<file path="src/rtl/pllctl_pkg.sv">
package pllctl_pkg;

	localparam int NUM_OUT = 4;
	localparam int ADDR_W  = 5;
	localparam int DATA_W  = 8;
	localparam int CNT_W   = 9;
	localparam int LOCK_W  = 16;

	// ****************************************
	// settings map
	// ****************************************
	localparam logic [4:0] REG_DIV_BASE   = 5'h00;
	localparam logic [4:0] REG_MDIV       = 5'h04;
	localparam logic [4:0] REG_PHASE_BASE = 5'h05;
	localparam logic [4:0] REG_CTRL       = 5'h09;
	localparam logic [4:0] REG_STATUS     = 5'h0A;

	localparam int CTRL_PHASE_SRC_BIT = 0;
	localparam int STAT_LOCK_BIT      = 0;
	localparam int STAT_STANDBY_REQUEST_BIT     = 1;

	localparam logic [7:0] DIV_RST   = 8'h03;
	localparam logic [7:0] MDIV_RST  = 8'h01;
	localparam logic [7:0] PHASE_RST = 8'h00;
	localparam logic [7:0] CTRL_RST  = 8'h00;

	localparam logic [1:0] FEEDBACK_OUT = 2'h0;

	// ****************************************
	// timing
	// ****************************************
	localparam int CLK_FREQ_KHZ = 10000;
	localparam int LOCK_TIME_US = 15;
	localparam int LOCK_CYCLES_I = (LOCK_TIME_US * CLK_FREQ_KHZ + 999) / 1000;
	localparam logic [15:0] LOCK_CYCLES = LOCK_CYCLES_I[15:0];

	typedef struct packed {
		logic [31:0][7:0]             settings;
		logic [NUM_OUT-1:0][7:0]      port_phase;
		logic [NUM_OUT-1:0][CNT_W-1:0] div_cnt;
		logic [NUM_OUT-1:0]           out_clk;
		logic [7:0]                   mdiv_cnt;
		logic                         ref_seen;
		logic [LOCK_W-1:0]            lock_cnt;
		logic                         locked;
		logic                         ref_a_q;
		logic                         ref_b_q;
		logic                         ref_sel_q;
		logic                         fb_q;
		logic                         step_q;
		logic                         bclk_q;
		logic                         ack;
		logic                         done;
		logic [7:0]                   rdata;
	} pllctl_state_s;

endpackage

</file>
<file path="src/rtl/pllctl_top.sv">
`timescale 1ns/1ps
module pllctl_top (
	input  wire logic                    clock,
	input  wire logic                    rst,
	input  wire logic                    ref_clk_in_a,
	input  wire logic                    ref_clk_in_b,
	input  wire logic                    ref_select,
	input  wire logic                    feedback_clk_in,
	input  wire logic [1:0]              phase_output_select,
	input  wire logic                    phase_direction,
	input  wire logic                    phase_step_toggle,
	input  wire logic                    standby_request,
	input  wire logic                    pll_reset,
	input  wire logic                    full_reset_with_input_divider,
	input  wire logic                    out_b_divider_reset,
	input  wire logic                    out_c_divider_reset,
	input  wire logic                    primary_out_enable,
	input  wire logic                    secondary_a_out_enable,
	input  wire logic                    secondary_b_out_enable,
	input  wire logic                    secondary_c_out_enable,
	input  wire logic                    settings_bus_clk,
	input  wire logic                    settings_bus_reset,
	input  wire logic                    settings_bus_strobe,
	input  wire logic                    settings_bus_write_enable,
	input  wire logic [pllctl_pkg::ADDR_W-1:0] settings_bus_addr,
	input  wire logic [pllctl_pkg::DATA_W-1:0] settings_bus_wdata,
	output logic      [pllctl_pkg::DATA_W-1:0] settings_bus_rdata,
	output logic                         settings_bus_ack,
	output logic                         primary_out_clk,
	output logic                         secondary_out_clk_a,
	output logic                         secondary_out_clk_b,
	output logic                         secondary_out_clk_c,
	output logic                         lock_indicator,
	output logic                         phase_source_status
);
	import pllctl_pkg::*;

	pllctl_state_s q_r;
	pllctl_state_s q_nxt;

	logic [NUM_OUT-1:0] en_w;
	assign en_w = {secondary_c_out_enable, secondary_b_out_enable,
		secondary_a_out_enable, primary_out_enable};

	// ****************************************
	// helpers
	// ****************************************
	// period of output i is 2*(div+1) clock cycles
	function automatic logic [CNT_W-1:0] last_cnt(input logic [7:0] div);
		last_cnt = {div, 1'b1};
	endfunction

	// phase preload, zeroed if past the period so a big value cannot stall the counter
	function automatic logic [CNT_W-1:0] preload(input logic [7:0] ph, input logic [7:0] div);
		logic [CNT_W-1:0] p;
		p = {1'b0, ph};
		preload = (p > last_cnt(div)) ? '0 : p;
	endfunction

	// free-running count, wraps at the end of the period
	function automatic logic [CNT_W-1:0] count_on(
		input logic [CNT_W-1:0] cnt,
		input logic [7:0]       div
	);
		if (cnt >= last_cnt(div)) begin
			count_on = '0;
		end else begin
			count_on = cnt + 9'h001;
		end
	endfunction

	// one extra count; wraps inside the period so a step never skips two phases
	function automatic logic [CNT_W-1:0] step_fwd(
		input logic [CNT_W-1:0] cnt,
		input logic [7:0]       div
	);
		logic [CNT_W-1:0] wrap_at;
		wrap_at = last_cnt(div);
		if (cnt >= wrap_at) begin
			step_fwd = 9'h001;
		end else if (cnt == wrap_at - 9'h001) begin
			step_fwd = '0;
		end else begin
			step_fwd = cnt + 9'h002;
		end
	endfunction

	// counters held in preload: loop reset holds all, the extra resets one each
	function automatic logic [NUM_OUT-1:0] held_outputs(
		input logic loop_rst,
		input logic rst_b,
		input logic rst_c
	);
		held_outputs = '0;
		for (int i = 0; i < NUM_OUT; i++) begin
			case (i)
				2:       held_outputs[i] = loop_rst | rst_b;
				3:       held_outputs[i] = loop_rst | rst_c;
				default: held_outputs[i] = loop_rst;
			endcase
		end
	endfunction

	// reads past the status byte return zero
	function automatic logic [7:0] read_word(
		input logic [31:0][7:0] regs,
		input logic [4:0]       addr,
		input logic [7:0]       stat
	);
		if (addr < REG_STATUS) begin
			read_word = regs[addr];
		end else if (addr == REG_STATUS) begin
			read_word = stat;
		end else begin
			read_word = 8'h00;
		end
	endfunction

	// status byte: lock in bit 0, standby in bit 1, the rest zero
	function automatic logic [7:0] status_word(
		input logic locked,
		input logic standby
	);
		status_word                 = 8'h00;
		status_word[STAT_LOCK_BIT]  = locked;
		status_word[STAT_STANDBY_REQUEST_BIT] = standby;
	endfunction

	// defaults: dividers at their reset value, phases and control cleared
	function automatic pllctl_state_s reset_state();
		pllctl_state_s s;
		s = '0;
		for (int i = 0; i < NUM_OUT; i++) begin
			s.settings[REG_DIV_BASE + 5'(i)]   = DIV_RST;
			s.settings[REG_PHASE_BASE + 5'(i)] = PHASE_RST;
			s.port_phase[i]                    = PHASE_RST;
		end
		s.settings[REG_MDIV] = MDIV_RST;
		s.settings[REG_CTRL] = CTRL_RST;
		reset_state = s;
	endfunction

	always_comb begin
		logic ref_now;
		logic ref_prev;
		logic ref_rise;
		logic fb_rise;
		logic step_edge;
		logic bclk_rise;
		logic bus_src;
		logic loop_rst;
		logic lose_lock;
		logic reload;
		logic [7:0] div;
		logic [7:0] ph;
		logic [7:0] stat;
		logic [NUM_OUT-1:0] hold;
		ref_now   = 1'b0;
		ref_prev  = 1'b0;
		ref_rise  = 1'b0;
		fb_rise   = 1'b0;
		step_edge = 1'b0;
		bclk_rise = 1'b0;
		bus_src   = 1'b0;
		loop_rst  = 1'b0;
		lose_lock = 1'b0;
		reload    = 1'b0;
		div       = 8'h00;
		ph        = 8'h00;
		stat      = 8'h00;
		hold      = '0;
		q_nxt = q_r;

		// ****************************************
		// input sampling and edges
		// ****************************************
		ref_now  = ref_select ? ref_clk_in_b : ref_clk_in_a;
		ref_prev = ref_select ? q_r.ref_b_q : q_r.ref_a_q;
		ref_rise = ref_now & ~ref_prev;
		fb_rise  = feedback_clk_in & ~q_r.fb_q;
		step_edge = phase_step_toggle ^ q_r.step_q;
		bclk_rise = settings_bus_clk & ~q_r.bclk_q;
		q_nxt.ref_a_q   = ref_clk_in_a;
		q_nxt.ref_b_q   = ref_clk_in_b;
		q_nxt.ref_sel_q = ref_select;
		q_nxt.fb_q      = feedback_clk_in;
		q_nxt.step_q    = phase_step_toggle;
		q_nxt.bclk_q    = settings_bus_clk;
		bus_src = q_r.settings[REG_CTRL][CTRL_PHASE_SRC_BIT];

		// ****************************************
		// settings bus
		// ****************************************
		stat = status_word(q_r.locked, standby_request);
		if (bclk_rise) begin
			if (settings_bus_reset) begin
				q_nxt.ack   = 1'b0;
				q_nxt.done  = 1'b0;
				q_nxt.rdata = 8'h00;
			end else if (q_r.ack) begin
				q_nxt.ack = 1'b0;
			end else if (settings_bus_strobe && !q_r.done) begin
				q_nxt.ack  = 1'b1;
				q_nxt.done = 1'b1;
				q_nxt.rdata = read_word(q_r.settings, settings_bus_addr, stat);
				// status and unmapped addresses drop writes but still answer
				if (settings_bus_write_enable && settings_bus_addr < REG_STATUS) begin
					q_nxt.settings[settings_bus_addr] = settings_bus_wdata;
					reload = 1'b1;
				end
			end else if (!settings_bus_strobe) begin
				q_nxt.done = 1'b0;
			end
		end

		// ****************************************
		// dividers and phase
		// ****************************************
		for (int i = 0; i < NUM_OUT; i++) begin
			div = q_r.settings[REG_DIV_BASE + 5'(i)];
			q_nxt.div_cnt[i] = count_on(q_r.div_cnt[i], div);
		end

		// port stepping slips the counter by one cycle either way
		if (step_edge && !bus_src) begin
			div = q_r.settings[REG_DIV_BASE + 5'(phase_output_select)];
			if (phase_direction) begin
				q_nxt.port_phase[phase_output_select] = q_r.port_phase[phase_output_select]
					+ 8'h01;
				q_nxt.div_cnt[phase_output_select] = step_fwd(
					q_r.div_cnt[phase_output_select], div);
			end else begin
				q_nxt.port_phase[phase_output_select] = q_r.port_phase[phase_output_select]
					- 8'h01;
				q_nxt.div_cnt[phase_output_select] = q_r.div_cnt[phase_output_select];
			end
			if (phase_output_select == FEEDBACK_OUT) begin
				lose_lock = 1'b1;
			end
		end

		// ****************************************
		// resets and lock
		// ****************************************
		loop_rst = pll_reset | full_reset_with_input_divider | standby_request;
		if (ref_select != q_r.ref_sel_q) begin
			lose_lock = 1'b1;
			q_nxt.ref_seen = 1'b0;
		end

		if (ref_rise) begin
			if (q_r.mdiv_cnt >= q_r.settings[REG_MDIV]) begin
				q_nxt.mdiv_cnt = 8'h00;
				q_nxt.ref_seen = 1'b1;
			end else begin
				q_nxt.mdiv_cnt = q_r.mdiv_cnt + 8'h01;
			end
		end

		// the feedback output's counter follows the feedback edge until lock is reached
		if (fb_rise && !q_r.locked && q_r.ref_seen) begin
			ph = bus_src ? q_r.settings[REG_PHASE_BASE + 5'(FEEDBACK_OUT)]
				: q_r.port_phase[FEEDBACK_OUT];
			q_nxt.div_cnt[FEEDBACK_OUT] = preload(ph,
				q_r.settings[REG_DIV_BASE + 5'(FEEDBACK_OUT)]);
		end

		if (q_r.ref_seen && !q_r.locked) begin
			if (q_r.lock_cnt >= LOCK_CYCLES - 16'h0001) begin
				q_nxt.locked = 1'b1;
			end else begin
				q_nxt.lock_cnt = q_r.lock_cnt + 16'h0001;
			end
		end

		hold = held_outputs(loop_rst, out_b_divider_reset, out_c_divider_reset);
		for (int i = 0; i < NUM_OUT; i++) begin
			div = q_r.settings[REG_DIV_BASE + 5'(i)];
			ph  = bus_src ? q_r.settings[REG_PHASE_BASE + 5'(i)] : q_r.port_phase[i];
			if (reload || hold[i]) begin
				q_nxt.div_cnt[i] = preload(ph, div);
			end
			// a held counter keeps its output low so the restart begins on a clean edge
			q_nxt.out_clk[i] = en_w[i] && !standby_request && !hold[i]
				&& (q_nxt.div_cnt[i] <= {1'b0, div});
		end

		if (reload || lose_lock || loop_rst) begin
			q_nxt.locked   = 1'b0;
			q_nxt.lock_cnt = '0;
		end
		if (loop_rst) begin
			q_nxt.ref_seen = 1'b0;
		end
		if (full_reset_with_input_divider) begin
			q_nxt.mdiv_cnt = 8'h00;
		end
	end

	always_ff @(posedge clock) begin
		if (rst) begin
			q_r <= reset_state();
		end else begin
			q_r <= q_nxt;
		end
	end

	// ****************************************
	// outputs
	// ****************************************
	assign settings_bus_rdata  = q_r.rdata;
	assign settings_bus_ack    = q_r.ack;
	assign primary_out_clk     = q_r.out_clk[0];
	assign secondary_out_clk_a = q_r.out_clk[1];
	assign secondary_out_clk_b = q_r.out_clk[2];
	assign secondary_out_clk_c = q_r.out_clk[3];
	// consumers must pass this through their own synchroniser
	assign lock_indicator      = q_r.locked;
	assign phase_source_status = q_r.settings[REG_CTRL][CTRL_PHASE_SRC_BIT];

endmodule

</file>
<file path="config.mk">
export PLATFORM = sky130hd
export DESIGN_NAME = pllctl_top
export DESIGN_NICKNAME = d
export VERILOG_FILES = /design/src/rtl/pllctl_pkg.sv /design/src/rtl/pllctl_top.sv
export SDC_FILE = /design/constraint.sdc
export NUM_CORES = 1
export LEC_CHECK = 0
export ABC_AREA = 1
export ABC_CLOCK_PERIOD_IN_PS = 5400
export BUFFER_PORTS_ARGS = -buffer_cell sky130_fd_sc_hd__buf_2
export CORE_MARGIN = 5
export CORE_UTILIZATION = 61
export DETAILED_ROUTE_END_ITERATION = 16
export PLACE_DENSITY = 0.76
export SYNTH_ARGS = -nofsm -noshare
export SYNTH_HDL_FRONTEND = slang
export SYNTH_SLANG_ARGS = --single-unit
</file>
<file path="constraint.sdc">
create_clock -name clock -period 5.4 [get_ports clock]
set_input_delay 0.54 -clock clock [delete_from_list [all_inputs] [get_ports clock]]
set_output_delay 0.54 -clock clock [all_outputs]
set_load 0.02 [all_outputs]
</file>
==> parameters.txt, run 1 <==
Parameter                              Value

STA
  Final Critical Period    4394 ps
  Slew at the pin closest to its max-slew limit    1205 ps
  Setup violations, final    0
  Setup TNS    0 ps
  Clock Skew    16.59 ps
  Setup repair after global routing missed its margin    false
  Fmax achieved    227.6 MHz
  Headroom to the max-slew limit    19.69%
  Portion of the clock cycle consumed by the worst path in the final layout    81.37%
  Final Hold Violating Endpoints    0
  Max-slew violation count    0

Placed design
  Final Wtd Congestion    1.076
  Area post-placement    18320 µm²
  Port Buffer Count    50
  Half-perimeter wire length after detailed placement    43.30 mm

CTS
  Maximum level of the CTS H-tree    2
  Total of cells resized after clock tree synthesis    0
  Clock insertion delay at the later pin of the skew report    540 ps
  Clock root buffer master    clkbuf_16
  Count of hold buffers inserted by post-cts repair    0
  Number of clock sinks    346
  Clock tree from TritonCTS    done
  Number of buffers inserted during clock tree synthesis    37
  Buffer levels on the longest clock path    3
  Setup Fix Bufs, Post-CTS    0
  Worst-path clk slew    60 ps

Power and ir drop
  Share of power burned in registers    44.7%
  Net switching fraction of the power    26.47%
  Portion of total power attributed to combinational logic    10.5%
  Clock power share    44.8%
  Switching power summed over all nets    0.001548 W
  Worst ir drop on vdd    0.3073 mV
  Cell area power density    298.7 nW/µm²
  Power after layout    0.005848 W
  Leakage power total    8.376 nW
  Internal power    0.004300 W

Min path
  Min-delay worst type    in -> reg

Yosys
  Fraction of the yosys area taken by sequential cells    38.68%
  Cell types occupying the most area after synthesis    dfxtp_1 39%, nand2_1 8.6%, ha_1 8.3%
  Number of synthesized flops with an enable pin    0
  Proportion of netlist area held by the largest area contributor    38.68%
  Cell taking the most area after synthesis    dfxtp_1
  Yosys reg bits    346
  Distinct cell type count after synthesis    55
  Flip-flop cell with the highest count after synthesis    dfxtp_1
  Share of synthesized flip-flops with an asynchronous set or reset    0%
  Synth warnings    0
  Average footprint of a synthesized cell    7.113 µm²
  Netlist area before placement    17910 µm²
  Syn nets    2673
  Mapped Cells    2518

Floorplanning
  Floorplan die height    181.3 µm
  Die area    32890 µm²
  Placeable core region    28860 µm²
  Boundary Pins    51
  Die Span X    181.3 µm
  Number of rows created at floorplan    62
  Initial cell density of the core    62.06%

Cells and area
  Number of flip-flops under the largest register name    327
  Most used cells in the layout excluding fill and tap cells    405 x nand2_1, 386 x inv_1, 346 x dfxtp_1
  Area overhead of the layout relative to synthesis    9.312%
  Most common library cell in the layout ignoring fill and taps    nand2_1
  Biggest register    q_r
  Final #Nets    2671
  Layout cells sized above 1    6.926%
  Post-route cell area    19580 µm²

Setup path
  Endpoint arrival time on the critical path    4810 ps
  Crit path largest cell delay    610 ps
  Endpoint required time on the critical path    5820 ps
  Worst Path Class, Setup    in -> reg
  Slowest CP cell    nor2_2
  Category of the worst setup path launch point    input port
  CP most frequent cell    nor2_1
  Worst-path maximum fanout    15
  Category of the worst setup path capture point    flip-flop

Drt
  Antenna Violating Nets Remaining    0
  Count of TritonRoute iterations in the first routing pass    6
  Detail-routed via count per cell    5.992
  Routed Wire Length    58.51 mm
  Vias    17530
  Final routed wire length divided by cell count    20.00 µm
  Starting DRC count in detailed routing    2148
  Total DRC errors in the routed layout    0

Outcome
  Run status    complete, no violations

Global routing
  GRT Overall Usage    34.18%
  Pin count of the biggest net entering global routing    125
  Fraction of met2 tracks used by global routing    52.74%
  Most congested layer reported by global routing    met2
  Remaining global-route overflow    0
  Via count of the first global-routing pass    16100
  Global-route wire length before repair    89.71 mm
  Met3 Track Usage GR    6.656%
  Met1 track demand over resource    47.13%
  Initial antenna violation count    1

Flow run
  Maximum Capacitance Violations    0
## synth_stat cells (all sizes together) (2+ instances only)
| master | number |
|---|---|
| nand4 | 43 |
| a211oi | 16 |
| o21ai | 232 |
| xnor2 | 6 |
| and2 | 5 |
| nand3 | 91 |
| o21bai | 4 |
| buf | 32 |
| a21oi | 189 |
| nand2 | 414 |
| o22ai | 115 |
| o2111ai | 2 |
| a221oi | 8 |
| ha | 119 |
| dfxtp | 346 |
| nor3 | 16 |
| nor4 | 4 |
| o21a | 3 |
| a21o | 4 |
| o211ai | 13 |
| or2 | 6 |
| xor2 | 21 |
| clkbuf | 80 |
| a21boi | 4 |
| nand3b | 5 |
| inv | 396 |
| o221ai | 2 |
| a31oi | 10 |
| nor2 | 315 |
| a22oi | 11 |
## routing by layer
layer / wire length [µm] / vias to the layer above / share of wire (%)
met5: 0 / - / 0
met4: 2522 / 0 / 4.3
met3: 6190 / 175 / 11
met2: 25740 / 954 / 44
li1: - / 8272 / -
met1: 24060 / 8132 / 41
## worst paths after layout
check | from | endpoint | slack (ps) | depth (start not counted)
worst min register to register | q_r[194] | q_r[194] | 430 | 2
worst min-delay path | ref_clk_in_a | q_r[15] | 230 | 3
worst max-delay path | phase_output_select[0] | secondary_out_clk_b | 1010 | 26
worst max register to register | phase_source_status | secondary_out_clk_b | 1370 | 24
## cell families after synthesis
family,share of synthesized area (%)
DFF,38.68
adders and majority gates,8.314
and+or+nand+nor,21.22
buffers and inverters,11.10
xor gates and xnor gates,1.320
AOI/OAI and AO/OA,19.37
## per-stage QoR
step | setup slack [ps] | utilization, % | instances | hold WS (ps)
floorplan | 1678 | - | 2518 | 403.1
global placement | 811.0 | 63.49 | 2861 | 414.6
detailed placement | 661.6 | 63.49 | 2861 | 412.5
CTS | 1192 | 67.83 | 2925 | 220.1
global route | 627.0 | 67.84 | 2926 | 250.1
finish | 1006 | 67.84 | 2926 | 228.4
## power groups by stage
| stage | sequential, W | combinational, W | clock, W |
|---|---|---|---|
| after CTS | 0.00261 | 0.000593 | 0.00263 |
| after detailed placement | 0.00267 | 0.000589 | 0 |
| after floorplan | 0.00266 | 0.000411 | 0 |
| after global placement | 0.00267 | 0.000579 | 0 |
| final | 0.00261 | 0.000614 | 0.00262 |
| after global routing | 0.00261 | 0.000671 | 0.00276 |
## layout make-up
type                       count  area (µm²)
fill                        2517        9280
multi-input combinational   1663        9009
sequential                   346        6927
inverter                     397        1493
clock buffer                  48        1028
tap                          384       480.5
timing repair buffer          71       414.1
clock inverter                16       224.0
antenna                        1       2.502
## critical path, delay by kind of cell
kind	cells	cell delay, ps
AOI/OAI and AO/OA	5	1190
buffers and inverters	4	640
and+or+nand+nor	15	2000
adders and majority gates	2	430
Power figures use the tool's default switching activity.
==> run 2, diff against run 1 <==
--- a/config.mk
+++ b/config.mk
@@ -6,12 +6,12 @@
 export NUM_CORES = 1
 export LEC_CHECK = 0
 export ABC_AREA = 1
-export ABC_CLOCK_PERIOD_IN_PS = 5400
+export ABC_CLOCK_PERIOD_IN_PS = 3900
 export BUFFER_PORTS_ARGS = -buffer_cell sky130_fd_sc_hd__buf_2
 export CORE_MARGIN = 5
-export CORE_UTILIZATION = 61
+export CORE_UTILIZATION = 57
 export DETAILED_ROUTE_END_ITERATION = 16
-export PLACE_DENSITY = 0.76
+export PLACE_DENSITY = 0.75
 export SYNTH_ARGS = -nofsm -noshare
 export SYNTH_HDL_FRONTEND = slang
 export SYNTH_SLANG_ARGS = --single-unit
==> constraint.sdc (replaced) <==
create_clock -name clock -period 3.9 [get_ports clock]
set_input_delay 0.39 -clock clock [delete_from_list [all_inputs] [get_ports clock]]
set_output_delay 0.39 -clock clock [all_outputs]
set_load 0.02 [all_outputs]
==> run 2 against run 1 <==
Highest routed layer unchanged. Die area up 6.6%. Final cell count up 2.9%. Cell area is 3.3% higher. Register-to-register slack worse by 1100 ps. Hold slack worse by 160 ps. Count of clock-buffer cells in the layout unchanged. Flip-flop and latch count is the same.
==> parameters.txt, run 2 (synthesis gave the netlist of run 1 again) <==
Parameter                              Value

Cells and area
  Biggest register    q_r
  Ant. Diodes    0 (-1)
  Final #Nets    2735 (+2.4%)
  Area taken by multi-input logic gates    9021 µm² (+0.14%)
  Number of flip-flops under the largest register name    327 (unchanged)
  Final-layout fill cell count    2804 (+11%)
  Reg area    6928 µm² (about the same)
  Most common library cell in the layout ignoring fill and taps    nand2_1
  Layout cells sized above 1    9.540% (+2.6 points)
  Area overhead of the layout relative to synthesis    12.89%
  Post-layout instance count excluding filler cells    3012 (+2.9%)
  Post-route cell area    20220 µm² (+3.3%)
  Most used cells in the layout excluding fill and tap cells    405 x nand2_1, 385 x inv_1, 345 x dfxtp_1

Placed design
  Port Buffer Count    50 (unchanged)
  Final Wtd Congestion    1.042 (-3.1%)
  Pre-CTS setup slack    36.15 ps (-625.5 ps)
  Dpl cells    2942 (+2.8%)
  Half-perimeter wire length after detailed placement    45.69 mm (+5.5%)
  Area post-placement    18880 µm² (+3.1%)

Floorplanning
  Die area    35070 µm² (+6.6%)
  Floorplan die height    187.3 µm (+3.3%)
  Placeable core region    31310 µm² (+8.5%)
  Boundary Pins    51 (unchanged)
  Die Span X    187.3 µm (+3.3%)
  Initial cell density of the core    57.20% (-4.9 points)
  Number of rows created at floorplan    65 (+4.8%)

Global routing
  GRT Overall Usage    33.80% (-0.37 points)
  Pin count of the biggest net entering global routing    138 (+10%)
  Initial antenna violation count    1 (unchanged)
  Via count of the first global-routing pass    16540 (+2.7%)
  Remaining global-route overflow    0 (unchanged)
  Global-route wire length before repair    93.73 mm (+4.5%)

STA
  Slew at the pin closest to its max-slew limit    1011 ps (-193.8 ps)
  Clock Skew    34.27 ps (+17.68 ps)
  Setup violations, final    0 (unchanged)
  Worst setup slack after layout    289.4 ps (-716.7 ps)
  Fmax achieved    277.0 MHz
  Setup TNS    0 ps (unchanged)
  Final Hold Violating Endpoints    0 (unchanged)
  Max-slew violation count    0 (unchanged)
  Portion of the clock cycle consumed by the worst path in the final layout    92.58%
  Setup repair after global routing missed its margin    false
  Headroom to the max-slew limit    32.09% (+12 points)
  Final Critical Period    3611 ps

Setup path
  Number of cells on the worst reg-to-reg path    21 (-13%)
  Worst Path Class, Setup    reg -> reg
  Endpoint arrival time on the critical path    4020 ps (-790 ps)
  Launching element of the worst setup path    phase_source_status
  Flop2flop setup slack    290 ps (-1080 ps)
  Last element of the critical path    secondary_out_clk_a
  Endpoint required time on the critical path    4310 ps (-1510 ps)
  Launching point of the worst reg2reg path    phase_source_status
  Category of the worst setup path launch point    flip-flop
  Capture point of the worst reg-to-reg path    secondary_out_clk_a
  Category of the worst setup path capture point    flip-flop
  Worst-path maximum fanout    59 (+44)

Flow run
  Maximum Capacitance Violations    0 (unchanged)

Drt
  Antenna Violating Nets Remaining    0 (unchanged)
  Starting DRC count in detailed routing    1549 (-28%)
  Routed Wire Length    61.39 mm (+4.9%)
  Count of TritonRoute iterations in the first routing pass    6 (unchanged)
  Final routed wire length divided by cell count    20.38 µm (+1.9%)
  Vias    17650 (+0.68%)
  Detail-routed via count per cell    5.861 (-2.2%)
  Total DRC errors in the routed layout    0 (unchanged)

CTS
  Number of clock sinks    346 (unchanged)
  Buffer levels on the longest clock path    3 (unchanged)
  Clock root buffer master    clkbuf_16
  Clock tree from TritonCTS    done
  Number of buffers inserted during clock tree synthesis    38 (+2.7%)
  Worst-path clk slew    60 ps (about the same)
  Maximum level of the CTS H-tree    2 (unchanged)
  Clock insertion delay at the later pin of the skew report    560 ps (+20 ps)

Min path
  Min-delay worst type    in -> reg

Power and ir drop
  Cell area power density    410.0 nW/µm² (+37%)
  Worst ir drop on vdd    0.4373 mV (+42%)
  Leakage power total    8.752 nW (+4.5%)

Outcome
  Run status    complete, no violations
run 2: per-stage QoR:
step	power [W]	utilization, %	hold slack [ps]
floorplan	0.004249	-	403.1
global placement	0.004563	60.30	410.0
detailed placement	0.004574	60.30	413.7
CTS	0.008291	64.53	55.98
global route	0.008574	64.57	61.37
finish	0.008289	64.57	65.87
run 2: how the worst min path moves through the flow:
stage	start	endpoint	slack, ps	cells past startpoint
after floorplan	q_r[194]	q_r[194]	400	2
after global placement	q_r[194]	q_r[194]	410	2
after detailed placement	q_r[202]	q_r[202]	410	2
after CTS	ref_clk_in_a	q_r[15]	60	3
after global routing	ref_clk_in_b	q_r[14]	60	3
final	ref_clk_in_a	q_r[15]	70	3
run 2: metal layers:
layer  GRT usage, %  routed length, µm
met5              0                  0
met4          19.74               4058
met3          5.133               4769
met2          54.39              27970
met1          43.25              24590
run 2: worst max-delay path: stages (launching register included):
cell and delay, ps:
dfxtp_2 350, buf_12 260, o21ai_0 330, ha_1 410, nand2_1 60, o21ai_0 170
nand3_1 90, nand2_1 60, a21oi_1 50, or2_2 340, nand2_1 100, nand2_1 90
nand2_1 90, inv_1 50, ha_1 270, nand2_1 80, nor3_1 170, nor2_1 60
o21ai_0 150, a21oi_1 80, o21bai_1 130, a21oi_1 60
run 2: cell type report:
type	count	area share [%]
clock buffer	48	5.136
clock inverter	22	1.411
inverter	397	7.383
multi-input combinational	1663	44.62
sequential	346	34.27
tap	402	2.488
timing repair buffer	134	4.697
run 2: power breakdown:
| group | internal [W] | switching, W |
|---|---|---|
| Combinational | 0.000284 | 0.000621 |
| Sequential | 0.00358 | 0.0000448 |
| Clock | 0.00219 | 0.00157 |
run 2: repair_timing:
action	4_1_cts	5_1_grt
buffers inserted	0	0
endpoints found under the setup margin	0	3
hold buffers	0	0
resized for setup	0	5
==> run 3, diff against run 2 <==
--- a/config.mk
+++ b/config.mk
@@ -8,10 +8,12 @@
 export ABC_AREA = 1
 export ABC_CLOCK_PERIOD_IN_PS = 3900
 export BUFFER_PORTS_ARGS = -buffer_cell sky130_fd_sc_hd__buf_2
+export CELL_PAD_IN_SITES_DETAIL_PLACEMENT = 1
+export CELL_PAD_IN_SITES_GLOBAL_PLACEMENT = 2
 export CORE_MARGIN = 5
-export CORE_UTILIZATION = 57
+export CORE_UTILIZATION = 33
 export DETAILED_ROUTE_END_ITERATION = 16
-export PLACE_DENSITY = 0.75
+export PLACE_DENSITY = 0.74
 export SYNTH_ARGS = -nofsm -noshare
 export SYNTH_HDL_FRONTEND = slang
 export SYNTH_SLANG_ARGS = --single-unit
==> run 3 against run 2 <==
Combinational power is 9.7% higher. Via count decreased by 1.1%. Non-clock buffer count grew 48. Sequential share of layout area down 1.2 points. Clock power is 3% higher. Final cell count grew 11%. Die area increased by 68%. Flip-flop and latch count stayed put. Critical path depth rose by 2. Worst setup slack improved by 8.3 ps. Total power grew 2.5%.
==> parameters.txt, run 3 (synthesis gave the netlist of run 1 again) <==
Parameter                              Value

Outcome
  Run status    complete, no violations

Cells and area
  Post-route cell area    20990 µm² (+3.8%)
  Layout cells sized above 1    11.35% (+1.8 points)
  Area overhead of the layout relative to synthesis    17.20%
  Reg area    6930 µm² (about the same)
  Biggest register    q_r
  Final-layout fill cell count    6776 (+140%)
  Number of flip-flops under the largest register name    327 (unchanged)
  Most used cells in the layout excluding fill and tap cells    403 x nand2_1, 385 x inv_1, 345 x dfxtp_1
  Final #Nets    2787 (+1.9%)
  Area taken by multi-input logic gates    9034 µm² (+0.14%)
  Most common library cell in the layout ignoring fill and taps    nand2_1
  Ant. Diodes    0 (unchanged)

Placed design
  Port Buffer Count    50 (unchanged)
  Area post-placement    19560 µm² (+3.6%)
  Half-perimeter wire length after detailed placement    55.77 mm (+22%)
  Final Wtd Congestion    0.9394 (-9.9%)
  Pre-CTS setup slack    -106.0 ps (-142.1 ps)

Floorplanning
  Number of rows created at floorplan    85 (+31%)
  Initial cell density of the core    33.28% (-24 points)
  Die area    59030 µm² (+68%)
  Floorplan die height    243.0 µm (+30%)
  Die Span X    243.0 µm (+30%)
  Placeable core region    53810 µm² (+72%)
  Boundary Pins    51 (unchanged)

STA
  Slew at the pin closest to its max-slew limit    966.3 ps (-44.55 ps)
  Setup violations, final    0 (unchanged)
  Headroom to the max-slew limit    35.34% (+3.3 points)
  Worst setup slack after layout    297.7 ps (+8.324 ps)
  Clock Skew    29.38 ps (-4.891 ps)
  Final Critical Period    3602 ps (-8.324 ps)
  Portion of the clock cycle consumed by the worst path in the final layout    92.37% (-0.21 points)
  Final Hold Violating Endpoints    0 (unchanged)
  Setup repair after global routing missed its margin    false
  Setup TNS    0 ps (unchanged)
  Fmax achieved    277.6 MHz (+0.23%)
  Max-slew violation count    0 (unchanged)

CTS
  Buffer levels on the longest clock path    3 (unchanged)
  Clock tree from TritonCTS    done
  Number of clock sinks    346 (unchanged)
  Maximum level of the CTS H-tree    2 (unchanged)
  Clock insertion delay at the later pin of the skew report    570 ps (about the same)
  Clock root buffer master    clkbuf_16
  Worst-path clk slew    60 ps (about the same)
  Number of buffers inserted during clock tree synthesis    42 (+11%)
  Count of hold buffers inserted by post-cts repair    0 (unchanged)

Drt
  Starting DRC count in detailed routing    1034 (-33%)
  Vias    17460 (-1.1%)
  Final routed wire length divided by cell count    21.50 µm (+5.5%)
  Count of TritonRoute iterations in the first routing pass    5 (-1)
  Detail-routed via count per cell    5.202 (-11%)
  Routed Wire Length    72.18 mm (+18%)
  Antenna Violating Nets Remaining    0 (unchanged)
  Total DRC errors in the routed layout    0 (unchanged)

Setup path
  Endpoint arrival time on the critical path    4030 ps (about the same)
  Category of the worst setup path capture point    flip-flop
  Worst-path maximum fanout    15 (-75%)
  CP most frequent cell    nand2_1
  Sequence of cells on the critical path    buf_4 > clkbuf_16 > o21ai_0 > buf_4 > ha_1 > a21oi_1 > o21ai_0 > nand3_1 > nand2_1 > a21oi_1 > or2_2 > nand2_1 > nand2_1 > nand2_1 > inv_1 > ha_1 > nand2_1 > o21ai_0 > nor2_1 > o21ai_0 > a21oi_1 > o21bai_1 > a21oi_1
  Crit path largest cell delay    390 ps (-20 ps)
  Endpoint required time on the critical path    4330 ps (+20 ps)
  Category of the worst setup path launch point    flip-flop
  Slowest CP cell    dfxtp_4
  Worst Path Class, Setup    reg -> reg

Flow run
  Maximum Capacitance Violations    0 (unchanged)

Power and ir drop
  Worst ir drop on vdd    0.2876 mV (-34%)
  Leakage power total    9.001 nW (+2.8%)
  Cell area power density    404.9 nW/µm² (-1.2%)

Global routing
  GRT Overall Usage    23.82% (-10 points)
  Pin count of the biggest net entering global routing    74 (-46%)
  Initial antenna violation count    1 (unchanged)
  Remaining global-route overflow    0 (unchanged)
  Global-route wire length before repair    109.0 mm (+16%)
  Via count of the first global-routing pass    17650 (+6.7%)

Min path
  Min-delay worst type    in -> reg
run 3: cell types whose count changed in the layout (fill, tap and decap cells not counted), sizes merged:
cell      delta
buf         +47
bufinv       -2
clkbuf      +14
clkinv      -12
clkinvlp     +1
inv          +3
run 3: worst paths after layout:
kind	startpoint	endpoint	slack [ps]	cells past startpoint
max	phase_source_status	secondary_out_clk_a	300	23
min	ref_clk_in_a	q_r[15]	40	3
max reg2reg	phase_source_status	secondary_out_clk_a	300	23
min reg2reg	q_r[296]	q_r[296]	430	2
run 3: power by group:
part           switching (W)  internal [W]
clock network        0.00159       0.00229
registers          0.0000433       0.00358
logic               0.000675      0.000318
total                0.00231       0.00619
run 3: area by class of cell:
cell class	count	area share [%]
well taps	696	4.149
clock buffers	61	5.776
multi-input cells	1663	43.04
repair buffers	182	6.205
inverters	397	7.111
clock inverters	12	0.7034
flip-flops and latches	346	33.02
run 3: through the flow:
stage	instances	utilization, %	hold WS, ps	total power [W]
after floorplan	2518	-	403.1	0.004249
after global placement	3281	36.35	414.8	0.004649
after detailed placement	3281	36.35	423.6	0.004669
after CTS	3354	38.88	10.91	0.008590
after global routing	3357	39.00	39.64	0.008870
final	3357	39.00	41.36	0.008498
run 3: metal layers:
metal  track usage (%)  routed length [µm]  vias to the layer above  part of all wire, %
met5                 0                   0                        -                    0
met4             7.443                2262                        0                  3.1
met3             3.333                3022                      113                  4.2
met2             38.54               32610                      367                   45
met1             33.03               34280                     8494                   47
li1                  -                   -                     8489                    -
run 3: repair_timing:
action                                  CTS  global route
buffers inserted                          0             2
endpoints found under the setup margin    0             4
hold endpoints to repair                  0             0
resized for setup                         0            14
run 3: worst max-delay path: cells and delay by family, from the launching register on:
family,cells,cell delay (ps)
flops,1,390
fa+ha+maj,2,430
compound gates,9,1130
simple gates,8,930
buf+inv,4,570
